## src/design/dmalc_defines.vh

```
`ifndef DMALC_DEFINES_VH
`define DMALC_DEFINES_VH
`define DMALC_ADDR_STRAP 8'h37
`define DMALC_ADDR_DIV 8'h3A
`define DMALC_ADDR_EQ 8'h3B
`define DMALC_ADDR_ERR 8'h41
`define DMALC_ADDR_BCM 8'h43
`define DMALC_DIV_RST 8'h00
`define DMALC_ERR_RST 5'h03
`define DMALC_BCM_RST 5'h00
`define DMALC_DIV_OV_BIT 7
`define DMALC_DIV_INOV_BIT 2
`define DMALC_ERR_EN_BIT 4
`define DMALC_BCM_MISO_BIT 4
`define DMALC_BCM_CPOL_BIT 3
`define DMALC_MODE_NF_GPIO 3'h0
`define DMALC_MODE_HS_GPIO1 3'h1
`define DMALC_MODE_HS_GPIO2 3'h2
`define DMALC_MODE_HS_GPIO4 3'h3
`define DMALC_MODE_NF_FWD_SPI 3'h4
`define DMALC_MODE_NF_REV_SPI 3'h5
`define DMALC_MODE_HS_REV_SPI 3'h7
`endif

```

## src/design/dmalc_regs.v

```verilog
`timescale 1ns/1ps
`include "dmalc_defines.vh"
// register bank on the host control port; sys_clk is the pixel clock
module dmalc_regs (
  input wire sys_clk, // pixel clock
  input wire rst_n, // async reset, active low
  input wire reg_wr, // one-cycle write strobe
  input wire reg_rd, // one-cycle read strobe
  input wire [7:0] reg_addr, // register address
  input wire [7:0] reg_wdata, // write data
  input wire strap_a_decode_done, // strap A decode finished (async)
  input wire [2:0] strap_a_decode_value, // strap A decoded value
  input wire strap_b_decode_done, // strap B decode finished (async)
  input wire [2:0] strap_b_decode_value, // strap B decoded value
  input wire [2:0] auto_out_divider, // pll_state_machine output divider choice
  input wire [1:0] auto_in_divider, // pll_state_machine input divider choice
  input wire [5:0] equalizer_level, // adaptive equalizer status (async)
  input wire err_link_clock_channel_a, // error pulse, clock channel a
  input wire err_link_clock_channel_b, // error pulse, clock channel b
  input wire err_control_data_channel, // error pulse, control data channel
  input wire link_lock_restart, // pulse: lock reacquired, clears counter
  input wire spi_slave_select_n, // slave select pin, active low
  input wire spi_miso_data, // slave output data from SPI engine
  output reg [7:0] reg_rdata, // read data, valid cycle after reg_rd
  output reg [5:0] out_divide_ratio, // effective output divide, 32..1
  output reg [3:0] in_divide_ratio, // effective input divide, 1..8
  output reg link_lock_loss, // pulse: drop link lock
  output reg spi_miso_o, // slave output pin value
  output reg spi_miso_oe, // slave output pin enable
  output reg spi_drive_rising, // drive data on rising serial clock
  output reg [2:0] back_channel_mode, // back-channel mode field
  output reg bc_spi_mode, // an SPI mode is selected
  output reg bc_reverse_spi, // a reverse-channel SPI mode is selected
  output reg bc_high_speed, // high-speed back-channel framing
  output reg [2:0] bc_gpio_count // high-speed GPIO count, 0 in normal frame
);
  reg [1:0] sa_done_sync_reg;
  reg [1:0] sb_done_sync_reg;
  reg [5:0] eq_s1_reg;
  reg [5:0] eq_s2_reg;
  reg [5:0] eq_s3_reg;
  reg [5:0] eq_hold_reg;
  reg [2:0] sa_val_s1_reg;
  reg [2:0] sa_val_s2_reg;
  reg [2:0] sb_val_s1_reg;
  reg [2:0] sb_val_s2_reg;
  reg [1:0] ss_sync_reg;
  reg [7:0] strap_reg;
  reg [7:0] div_reg;
  reg [4:0] err_reg;
  reg [4:0] bcm_reg;
  reg [3:0] err_cnt_reg;
  reg [3:0] err_cnt_next;
  reg [2:0] sel_div;
  reg [1:0] sel_in;
  reg lock_loss_next;
  reg [7:0] rd_next;
  wire err_any;
  wire err_en;
  wire ss_active;
  wire [2:0] mode_w;

  // done flags synchronised; values are stable once done is seen
  always @(posedge sys_clk or negedge rst_n)
  begin
    if (!rst_n)
    begin
      sa_done_sync_reg <= 2'h0;
      sb_done_sync_reg <= 2'h0;
      eq_s1_reg <= 6'h00;
      eq_s2_reg <= 6'h00;
      eq_s3_reg <= 6'h00;
      eq_hold_reg <= 6'h00;
      sa_val_s1_reg <= 3'h0;
      sa_val_s2_reg <= 3'h0;
      sb_val_s1_reg <= 3'h0;
      sb_val_s2_reg <= 3'h0;
      ss_sync_reg <= 2'h3;
    end
    else
    begin
      sa_done_sync_reg <= {sa_done_sync_reg[0], strap_a_decode_done};
      sb_done_sync_reg <= {sb_done_sync_reg[0], strap_b_decode_done};
      eq_s1_reg <= equalizer_level;
      eq_s2_reg <= eq_s1_reg;
      eq_s3_reg <= eq_s2_reg;
      // a multi-bit level may be caught mid-change; take it only when steady
      if (eq_s2_reg == eq_s3_reg)
        eq_hold_reg <= eq_s2_reg;
      sa_val_s1_reg <= strap_a_decode_value;
      sa_val_s2_reg <= sa_val_s1_reg;
      sb_val_s1_reg <= strap_b_decode_value;
      sb_val_s2_reg <= sb_val_s1_reg;
      ss_sync_reg <= {ss_sync_reg[0], spi_slave_select_n};
    end
  end

  // latched once; later writes cannot touch it
  always @(posedge sys_clk or negedge rst_n)
  begin
    if (!rst_n)
      strap_reg <= 8'h00;
    else
    begin
      if (sb_done_sync_reg[1] && !strap_reg[7])
        strap_reg[7:4] <= {1'b1, sb_val_s2_reg};
      if (sa_done_sync_reg[1] && !strap_reg[3])
        strap_reg[3:0] <= {1'b1, sa_val_s2_reg};
    end
  end

  always @(posedge sys_clk or negedge rst_n)
  begin
    if (!rst_n)
    begin
      div_reg <= `DMALC_DIV_RST;
      err_reg <= `DMALC_ERR_RST;
      bcm_reg <= `DMALC_BCM_RST;
    end
    else if (reg_wr)
    begin
      case (reg_addr)
        `DMALC_ADDR_DIV: div_reg <= reg_wdata & 8'hF7;
        `DMALC_ADDR_ERR: err_reg <= reg_wdata[4:0];
        `DMALC_ADDR_BCM: bcm_reg <= reg_wdata[4:0];
        default: div_reg <= div_reg;
      endcase
    end
  end

  always @*
  begin
    case (reg_addr)
      `DMALC_ADDR_STRAP: rd_next = strap_reg;
      `DMALC_ADDR_DIV: rd_next = div_reg;
      `DMALC_ADDR_EQ: rd_next = {2'h0, eq_hold_reg};
      `DMALC_ADDR_ERR: rd_next = {3'h0, err_reg};
      `DMALC_ADDR_BCM: rd_next = {3'h0, bcm_reg};
      default: rd_next = 8'h00;
    endcase
  end

  always @*
  begin
    sel_div = div_reg[`DMALC_DIV_OV_BIT] ? div_reg[6:4] : auto_out_divider;
    sel_in = div_reg[`DMALC_DIV_INOV_BIT] ? div_reg[1:0] : auto_in_divider;
  end

  // error inputs come from pixel-clock logic, so no synchroniser
  assign err_any = err_link_clock_channel_a | err_link_clock_channel_b |
                   err_control_data_channel;
  assign err_en = err_reg[`DMALC_ERR_EN_BIT];

  // channel errors in one cycle count as a single event
  always @*
  begin
    err_cnt_next = err_cnt_reg;
    lock_loss_next = 1'b0;
    if (link_lock_restart)
      err_cnt_next = 4'h0;
    else if (err_any)
    begin
      if (!err_en)
        lock_loss_next = 1'b1;
      else if (err_cnt_reg + 4'h1 >= err_reg[3:0])
      begin
        lock_loss_next = 1'b1;
        err_cnt_next = 4'h0;
      end
      else
        err_cnt_next = err_cnt_reg + 4'h1;
    end
  end

  assign ss_active = !ss_sync_reg[1];
  assign mode_w = bcm_reg[2:0];

  always @(posedge sys_clk or negedge rst_n)
  begin
    if (!rst_n)
    begin
      reg_rdata <= 8'h00;
      out_divide_ratio <= 6'h20;
      in_divide_ratio <= 4'h1;
      link_lock_loss <= 1'b0;
      err_cnt_reg <= 4'h0;
      spi_miso_o <= 1'b0;
      spi_miso_oe <= 1'b0;
      spi_drive_rising <= 1'b0;
      back_channel_mode <= 3'h0;
      bc_spi_mode <= 1'b0;
      bc_reverse_spi <= 1'b0;
      bc_high_speed <= 1'b0;
      bc_gpio_count <= 3'h0;
    end
    else
    begin
      if (reg_rd)
        reg_rdata <= rd_next;
      case (sel_div)
        3'h0: out_divide_ratio <= 6'h20;
        3'h1: out_divide_ratio <= 6'h10;
        3'h2: out_divide_ratio <= 6'h08;
        3'h3: out_divide_ratio <= 6'h04;
        3'h4, 3'h5: out_divide_ratio <= 6'h02;
        default: out_divide_ratio <= 6'h01;
      endcase
      in_divide_ratio <= 4'h1 << sel_in;
      link_lock_loss <= lock_loss_next;
      err_cnt_reg <= err_cnt_next;
      spi_drive_rising <= bcm_reg[`DMALC_BCM_CPOL_BIT];
      back_channel_mode <= mode_w;
      bc_high_speed <= (mode_w == `DMALC_MODE_HS_GPIO1) || (mode_w == `DMALC_MODE_HS_GPIO2) ||
                       (mode_w == `DMALC_MODE_HS_GPIO4) || (mode_w == `DMALC_MODE_HS_REV_SPI);
      case (mode_w)
        `DMALC_MODE_HS_GPIO1: bc_gpio_count <= 3'h1;
        `DMALC_MODE_HS_GPIO2: bc_gpio_count <= 3'h2;
        `DMALC_MODE_HS_GPIO4: bc_gpio_count <= 3'h4;
        default: bc_gpio_count <= 3'h0;
      endcase
      bc_spi_mode <= mode_w[2] && (mode_w != 3'h6);
      bc_reverse_spi <= (mode_w == `DMALC_MODE_NF_REV_SPI) ||
                        (mode_w == `DMALC_MODE_HS_REV_SPI);
      spi_miso_o <= spi_miso_data;
      // bused slaves must release the line when not selected
      if ((mode_w == `DMALC_MODE_NF_REV_SPI) || (mode_w == `DMALC_MODE_HS_REV_SPI))
        spi_miso_oe <= !bcm_reg[`DMALC_BCM_MISO_BIT] || ss_active;
      else
        spi_miso_oe <= 1'b0;
    end
  end

endmodule

```

## config.mk

```make
export PLATFORM = sky130hd
export DESIGN_NAME = dmalc_regs
export DESIGN_NICKNAME = d
export VERILOG_FILES = /design/src/design/dmalc_regs.v
export VERILOG_INCLUDE_DIRS = /design/src /design/src/design
export SDC_FILE = /design/constraint.sdc
export NUM_CORES = 1
export LEC_CHECK = 0
export BUFFER_PORTS_ARGS = -buffer_cell sky130_fd_sc_hd__buf_4
export CORE_ASPECT_RATIO = 1.4
export CORE_UTILIZATION = 57
export CTS_BUF_LIST = sky130_fd_sc_hd__clkbuf_4 sky130_fd_sc_hd__clkbuf_8
export DETAILED_ROUTE_END_ITERATION = 6
export PLACE_DENSITY = 0.78
export SLEW_MARGIN = 20
export SYNTH_ARGS = -nofsm -noshare
export SYNTH_HDL_FRONTEND = slang
export SYNTH_SLANG_ARGS = --single-unit
```

## constraint.sdc

```tcl
create_clock -name sys_clk -period 2.35 [get_ports sys_clk]
set_input_delay 0.1175 -clock sys_clk [delete_from_list [all_inputs] [get_ports sys_clk]]
set_output_delay 0.1175 -clock sys_clk [all_outputs]
set_load 0.03 [all_outputs]
```

==> qor.csv, run 1 <==
stage;metric;value;unit
clock_network;cts_root_buf;clkbuf_8;
placed_design;dp_hpwl;5245;um
clock_network;cts.sinks;102;
power_and_ir_drop;p_seq_share;57.2;%
floorplanning;ioPinCount;76;
sta;setup_viol;0;
setup_path;worst-path-max-fanout;5;
power_and_ir_drop;power.density;681.6;nW/um2
setup_path;cp-start-kind;register;
cells_and_area;area_delta_synth_final;28.87;%
setup_path;cp_common_cell;ha_1;
setup_path;path_cells;ha_1 -> ha_1 -> a211oi_1 -> o21a_1 -> a32o_1;
synth;avgSynthCellArea;13.82;um2
setup_path;path_buf_inv;0;
floorplanning;core_area;6613;um2
setup_path;cpLargestDelayFamily;compound AO/OA/AOI/OAI gates;
setup_path;slowest_stage;dfrtp_1;
clock_network;tritoncts;built;
power_and_ir_drop;ir_drop;412.8;uV
drt;drt-pass1-iter-count;5;
floorplanning;start_util;58.92;%
sta;skew;9.995;ps
synth;synthesis.area;3896;um2
synth;synth_edf_count;0;
synth;yosys_register_bits;102;
clock_network;cts-buffers-inserted;9;
clock_network;clock_latency;360;ps
sta;tightest_slew;563.1;ps
grt;grt_remaining_overflow;0;
synth;synth.top_cell.area_share;61.66;%
sta;slew_headroom;62.46;%
cells_and_area;instances_no_fill;485;
cells_and_area;drive_gt1_share;35.62;%
grt;grt_pass1_vias;2657;
sta;rsz0062_at_grt;no;
cells_and_area;antenna_cells;0;
floorplanning;die_x;71.88;um
power_and_ir_drop;p_leak;2.305;nW
sta;final_max_slew_viol_count;0;
placed_design;dpl_worst_slack;471.7;ps
drt;via_per_inst;5.278;
outcome;status;finished, final reports clean;
floorplanning;die_h;99.83;um
cells_and_area;fin_nets;439;
synth;yosys_warnings;0;
setup_path;max_stage_delay;430;ps
job;drv_cap;0;
synth;synthFlopType;dfrtp_1;
setup_path;ff2ff_setup_slack;410;ps
synth;syn-instance-count;282;
drt;drt_wl_total;7390;um
floorplanning;num_rows;35;
synth;synth.distinct_cells;47;
setup_path;critPathCaptureType;register;
clock_network;ctsLongestPathBuffers;2;
setup_path;arrival;2230;ps
power_and_ir_drop;pwr-share-clk;31.4;%
sta;fin_tns_setup;0;ps
power_and_ir_drop;p_int;0.002614;W
clock_network;postCtsSetupBuffers;0;
grt;grt_antenna_before_repair;0;
drt;vias;2560;
power_and_ir_drop;switching_power;0.0008085;W
power_and_ir_drop;p_comb_share;11.4;%
drt;drc;0;
synth;yosys.cell_count.top_type;dfrtp_1;
clock_network;clk_pin_slew_worst_paths;80;ps
grt;grt_max_degree;59;
synth;synthTopCellsByCount;96 x dfrtp_1, 32 x mux2_2, 20 x nor2_1;
synth;async_flop_share;100.0;%
sta;min_period_over_period;82.56;%
drt;ant_nets;0;
placed_design;place.gp.congestion;0.8735;
clock_network;h-tree-depth;3;
synth;synth_nets;332;
grt;grt_use_total;22.46;%
floorplanning;dieArea;7175;um2
sta;fin_crit;1940;ps
setup_path;critPathKind;reg -> reg;
power_and_ir_drop;p_sw_share;23.62;%
setup_path;worstPathRequired;2640;ps
synth;synth_largest_area_cell;dfrtp_1;
synth;synth_seq_area_share;65.70;%
power_and_ir_drop;fin_total_pwr;0.003422;W
placed_design;dp_cells;447;
hold_path;hold_path_class;in -> reg;
drt;drt-initial-drc-count;138;
sta;fin_ws;409.8;ps
drt;post_drt_wl_per_cell;15.24;um
sta;final_hold_viol_count;0;
grt;grt_pass1_wl;12090;um
synth;yosys-top-cells-area;dfrtp_1 62%, mux2_2 9.2%, dfstp_2 4.0%;
sta;timing.fmax;0.5154;GHz
placed_design;numPortBuffers;75;
-- routing by layer --
metal | vias to the layer above | GRT usage, % | wire [um]
met4 | 0 | 10.71 | 178
met5 | - | 0 | 0
met3 | 15 | 5.522 | 310
met2 | 72 | 38.75 | 3944
li1 | 1219 | - | -
met1 | 1254 | 26.16 | 2956
-- logic make-up (layout without fill, tap and decap cells) --
group	count (synthesis)	in the layout	share of synthesized area (%)
AOI/OAI and AO/OA	43	43	7.644
xor gates and xnor gates	8	8	1.798
adders and majority gates	5	5	1.606
buffers and inverters	13	124	1.285
DFF	102	102	65.70
muxes	35	35	10.02
and+or+nand+nor	76	76	11.95
-- power groups by stage --
| stage | clock, W | sequential [W] | combinational, W |
|---|---|---|---|
| 3_3_place_gp | 0 | 0.00199 | 0.000349 |
| 5_1_grt | 0.00117 | 0.00197 | 0.000425 |
| 4_1_cts | 0.00110 | 0.00196 | 0.000392 |
| 6_report | 0.00107 | 0.00196 | 0.000390 |
| 3_5_place_dp | 0 | 0.00199 | 0.000361 |
| 2_1_floorplan | 0 | 0.00201 | 0.000139 |
-- worst register-to-register path, delay by kind of cell (launching register included) --
kind	cells	cell delay, ps
flops	1	430
compound gates	3	840
fa+ha+maj	2	610
-- through the flow --
| step | instance area [um2] | util, % | hold slack (ps) |
|---|---|---|---|
| 2_1_floorplan | 3896 | - | -178.1 |
| 3_3_place_gp | 4593 | 69.46 | 148.7 |
| 3_5_place_dp | 4593 | 69.46 | 142.5 |
| 4_1_cts | 5021 | 75.93 | 7.231 |
| 5_1_grt | 5021 | 75.93 | 10.23 |
| 6_report | 5021 | 75.93 | 19.55 |
-- cell usage in the layout (no fill, tap or decap), drive strengths merged, types with 2 or more instances in the layout --
master and count:
mux2i 3, xor2 3, dfstp 6, nand4bb 2, nand3 2, dfrtp 96
and2 2, a22oi 4, a21oi 9, inv 7, ha 5, mux2 32
a31oi 2, o21ai 6, dlygate4sd3 23, nor3 7, xnor2 5, or2 2
a211oi 5, buf 79, nand2b 7, nor4b 4, o211ai 3, nand2 10
a32o 3, clkbuf 12, clkinvlp 2, nand3b 10, nor2b 3, a221oi 3
nor2 20
-- worst paths after layout --
check                                           startpoint                          to  cells past startpoint
worst max-delay path            err_cnt_reg[0]$_DFFE_PN0P_  err_cnt_reg[1]$_DFFE_PN0P_                      5
worst min-delay path                          reg_wdata[3]      bcm_reg[3]$_DFFE_PN0P_                      2
worst max register to register  err_cnt_reg[0]$_DFFE_PN0P_  err_cnt_reg[1]$_DFFE_PN0P_                      5
worst min register to register      eq_s1_reg[0]$_DFF_PN0_      eq_s2_reg[0]$_DFF_PN0_                      0
max in group asynchronous                            rst_n    ss_sync_reg[0]$_DFF_PN1_                      3
min in group asynchronous                            rst_n  bc_gpio_count[2]$_DFF_PN0_                      2
-- timing repair --
action                                 4_1_cts  5_1_grt
hold buffers                                23        0
endpoints found under the hold margin       62        0
gates resized for setup                      0        0
-- area by class of cell --
class	instances	area, um2
Sequential cell	102	2560
Fill cell	449	1592
Multi-Input combinational cell	167	1286
Timing Repair Buffer	102	835.8
Clock buffer	12	152.6
Tap cell	92	115.1
Clock inverter	3	45.04
Inverter	7	26.28
Note: power is estimated with default switching activity, not from simulation.
==> run 2, diff against run 1 <==
--- a/config.mk
+++ b/config.mk
@@ -6,12 +6,13 @@
 export SDC_FILE = /design/constraint.sdc
 export NUM_CORES = 1
 export LEC_CHECK = 0
+export ABC_AREA = 1
 export BUFFER_PORTS_ARGS = -buffer_cell sky130_fd_sc_hd__buf_4
 export CORE_ASPECT_RATIO = 1.4
-export CORE_UTILIZATION = 57
+export CORE_UTILIZATION = 51
 export CTS_BUF_LIST = sky130_fd_sc_hd__clkbuf_4 sky130_fd_sc_hd__clkbuf_8
 export DETAILED_ROUTE_END_ITERATION = 6
-export PLACE_DENSITY = 0.78
+export PLACE_DENSITY = 0.73
 export SLEW_MARGIN = 20
 export SYNTH_ARGS = -nofsm -noshare
 export SYNTH_HDL_FRONTEND = slang
==> constraint.sdc (replaced) <==
create_clock -name sys_clk -period 1.7 [get_ports sys_clk]
set_input_delay 0.085 -clock sys_clk [delete_from_list [all_inputs] [get_ports sys_clk]]
set_output_delay 0.085 -clock sys_clk [all_outputs]
set_load 0.03 [all_outputs]
==> run 2 against run 1 <==
Register-to-register slack worse by 360 ps; combinational power is 85% higher; cell count is 22% higher; critical path type unchanged; largest cell class unchanged.
==> qor.csv, run 2 <==
stage;metric;value;unit;change
cells_and_area;final_common_cell;dfrtp_1;;unchanged
clock_network;cts.sinks;102;;unchanged
placed_design;place.gp.congestion;0.8148;;was 0.8735
hold_path;hold_path_class;in -> reg;;unchanged
power_and_ir_drop;pwr-share-clk;29.0;%;was 31.4%
grt;grt_pass1_vias;2842;;was 2657
synth;yosys_register_bits;102;;unchanged
clock_network;h-tree-depth;3;;unchanged
clock_network;ctsLongestPathBuffers;2;;unchanged
cells_and_area;nFillCells;595;;was 449
power_and_ir_drop;p_sw_share;27.51;%;was 23.62%
drt;post_drt_wl_per_cell;12.38;um;was 15.24 um
synth;yosys.cell_count.top_type;dfrtp_1;;unchanged
placed_design;placedInstanceArea;4713;um2;was 4593 um2
hold_path;holdPathStages;3;;was 2
drt;drc;0;;unchanged
synth;synth.distinct_cells;35;;was 47
cells_and_area;antenna_cells;0;;unchanged
clock_network;cts-buffers-inserted;9;;unchanged
setup_path;ff2ff_setup_slack;50;ps;was 410 ps
power_and_ir_drop;power.density;939.8;nW/um2;was 681.6 nW/um2
setup_path;crit_cells;7;;was 5
cells_and_area;utilization;69.72;%;was 75.93%
drt;drt_wl_total;7342;um;was 7390 um
outcome;status;finished, final reports clean;;unchanged
setup_path;slowest_stage;dfrtp_1;;unchanged
sta;fin_crit;1652;ps;was 1940 ps
clock_network;tritoncts;built;;unchanged
sta;final_max_slew_viol_count;0;;unchanged
synth;avgSynthCellArea;10.71;um2;was 13.82 um2
setup_path;cp_common_cell;ha_1;;unchanged
power_and_ir_drop;ir_drop;648.1;uV;was 412.8 uV
power_and_ir_drop;switching_power;0.001352;W;was 0.0008085 W
cells_and_area;stdcell_area;5229;um2;was 5021 um2
setup_path;worstRegToRegCells;7;;was 5
clock_network;cts_root_buf;clkbuf_8;;unchanged
setup_path;worstPathRequired;1960;ps;was 2640 ps
cells_and_area;drive_gt1_share;29.23;%;was 35.62%
grt;grt_use_total;19.79;%;was 22.46%
power_and_ir_drop;fin_total_pwr;0.004914;W;was 0.003422 W
floorplanning;dieArea;8237;um2;was 7175 um2
synth;synthTopCellsByCount;96 x dfrtp_1, 76 x nand2_1, 44 x inv_1;;was 96 x dfrtp_1, 32 x mux2_2, 20 x nor2_1
drt;vias;2920;;was 2560
synth;synth_edf_count;0;;unchanged
synth;synthFlopType;dfrtp_1;;unchanged
cells_and_area;mostFrequentLayoutCells;96 x dfrtp_1, 81 x buf_4, 76 x nand2_1, 44 x inv_1, 27 x nor2_1;;was 96 x dfrtp_1, 78 x buf_4, 32 x mux2_2, 23 x dlygate4sd3_1, 20 x nor2_1
setup_path;worst-path-max-fanout;5;;unchanged
synth;synth_seq_area_share;63.76;%;was 65.70%
synth;async_flop_share;100.0;%;unchanged
setup_path;path_cells;ha_1 -> xor2_1 -> ha_1 -> a21o_1 -> o21bai_4 -> o21ai_1 -> inv_1;;was ha_1 -> ha_1 -> a211oi_1 -> o21a_1 -> a32o_1
clock_network;clock_latency;360;ps;about the same
drt;via_per_inst;4.924;;was 5.278
synth;yosys_warnings;0;;unchanged
setup_path;critPathKind;reg -> reg;;unchanged
synth;synth_largest_area_cell;dfrtp_1;;unchanged
drt;ant_nets;0;;unchanged
drt;drt-pass1-iter-count;4;;was 5
job;drv_cap;0;;unchanged
synth;yosys-top-cells-area;dfrtp_1 60%, nand2_1 7.1%, inv_1 4.1%;;was dfrtp_1 62%, mux2_2 9.2%, dfstp_2 4.0%
synth;synth_nets;425;;was 332
power_and_ir_drop;p_leak;2.638;nW;was 2.305 nW
synth;syn-instance-count;375;;was 282
cells_and_area;area_delta_synth_final;30.23;%;was 28.87%
floorplanning;core_area;7500;um2;was 6613 um2
sta;final_hold_viol_count;0;;unchanged
setup_path;cpLargestDelayFamily;compound AO/OA/AOI/OAI gates;;unchanged
grt;grt_remaining_overflow;0;;unchanged
power_and_ir_drop;p_int;0.003562;W;was 0.002614 W
sta;timing.fmax;0.6053;GHz;was 0.5154 GHz
sta;min_period_over_period;97.18;%;was 82.56%
sta;slew_headroom;69.69;%;was 62.46%
floorplanning;ioPinCount;76;;unchanged
placed_design;numPortBuffers;75;;unchanged
setup_path;max_stage_delay;430;ps;about the same
cells_and_area;fin_nets;541;;was 439
sta;skew;7.126;ps;was 9.995 ps
setup_path;critPathCaptureType;register;;unchanged
clock_network;clk_pin_slew_worst_paths;100;ps;was 80 ps
setup_path;cp-start-kind;register;;unchanged
grt;grt_antenna_before_repair;0;;unchanged
placed_design;dp_hpwl;5298;um;was 5245 um
grt;grt_max_degree;40;;was 59
setup_path;path_buf_inv;1;;was 0
setup_path;arrival;1910;ps;was 2230 ps
grt;grt_pass1_wl;12510;um;was 12090 um
floorplanning;die_h;107.0;um;was 99.83 um
sta;tightest_slew;451.2;ps;was 563.1 ps
drt;drt-initial-drc-count;123;;was 138
synth;synthesis.area;4015;um2;was 3896 um2
power_and_ir_drop;p_comb_share;14.7;%;was 11.4%
sta;setup_viol;0;;unchanged
floorplanning;num_rows;37;;was 35
power_and_ir_drop;p_seq_share;56.3;%;was 57.2%
floorplanning;die_x;76.99;um;was 71.88 um
floorplanning;start_util;53.54;%;was 58.92%
synth;synth.top_cell.area_share;59.83;%;was 61.66%
==> run 2: per-stage QoR <==
stage / setup WS [ps] / cells / setup TNS [ps] / hold slack (ps)
2_1_floorplan: 112.1 / 375 / 0 / -210.6
3_3_place_gp: 22.95 / 546 / 0 / 16.57
3_5_place_dp: -7.653 / 546 / -7.653 / 26.55
4_1_cts: 21.37 / 589 / 0 / 12.00
5_1_grt: -23.48 / 593 / -23.48 / 42.09
6_report: 47.94 / 593 / 0 / 37.69
==> run 2: path summary, 6_finish.rpt <==
path | endpoint | startpoint
setup / recovery | link_lock_loss$_DFF_PN0_ | err_cnt_reg[0]$_DFFE_PN0P_
min in group asynchronous | out_divide_ratio[2]$_DFF_PN0_ | rst_n
max in group asynchronous | err_reg[1]$_DFFE_PN1P_ | rst_n
hold reg to reg | eq_s2_reg[1]$_DFF_PN0_ | eq_s1_reg[1]$_DFF_PN0_
setup reg to reg | link_lock_loss$_DFF_PN0_ | err_cnt_reg[0]$_DFFE_PN0P_
hold / removal | out_divide_ratio[0]$_DFF_PN0_ | auto_out_divider[1]
==> run 2: area by class of cell <==
cell class                 count  area [um2]  share of cell area [%]
multi-input combinational    222        1272                   24.34
clock buffer                  10       137.6                   2.632
inverter                      47       176.4                   3.374
clock inverter                 6       52.55                   1.005
tap                           97       121.4                   2.321
timing repair buffer         109       908.4                   17.37
sequential                   102        2560                   48.96
==> run 2: worst reg2reg max path: cells and delay by family, from the launching register on <==
| family | cells | cell delay, ps |
|---|---|---|
| xor+xnor | 1 | 160 |
| flops | 1 | 430 |
| fa+ha+maj | 2 | 420 |
| buf+inv | 1 | 50 |
| compound gates | 3 | 490 |
==> run 2: timing repair <==
action,CTS,global route
pin swaps,0,2
resized for setup,1,5
endpoints found under the setup margin,5,2
hold endpoints to repair,129,0
hold buffers,26,0
gates cloned,0,0
setup buffers,1,4
==> run 2: cell families (layout without fill, tap and decap cells) <==
family,Yosys count,in the layout,share of synthesized area [%]
AO/OA/AOI/OAI,47,47,7.043
XOR/XNOR,6,6,1.309
adder cells (fa/ha/maj),5,5,1.558
buffers and inverters,51,172,5.235
flip-flops,102,102,63.76
multiplexers,4,4,1.122
AND/OR/NAND/NOR,160,160,19.98
==> run 2: power by group through the flow <==
stage / registers, W / clock network [W] / logic, W
final: 0.00277 / 0.00143 / 0.000720
after global routing: 0.00279 / 0.00158 / 0.000799
after CTS: 0.00277 / 0.00149 / 0.000712
after detailed placement: 0.00281 / 0 / 0.000655
after global placement: 0.00281 / 0 / 0.000633
after floorplan: 0.00287 / 0 / 0.000292
==> run 2: metal layers <==
layer / track usage, % / wire length, um / vias up
met1: 23.09 / 2955 / 1406
met4: 9.164 / 211 / 0
met2: 33.99 / 3795 / 76
met5: 0 / 0 / -
li1: - / - / 1424
met3: 5.277 / 380 / 14
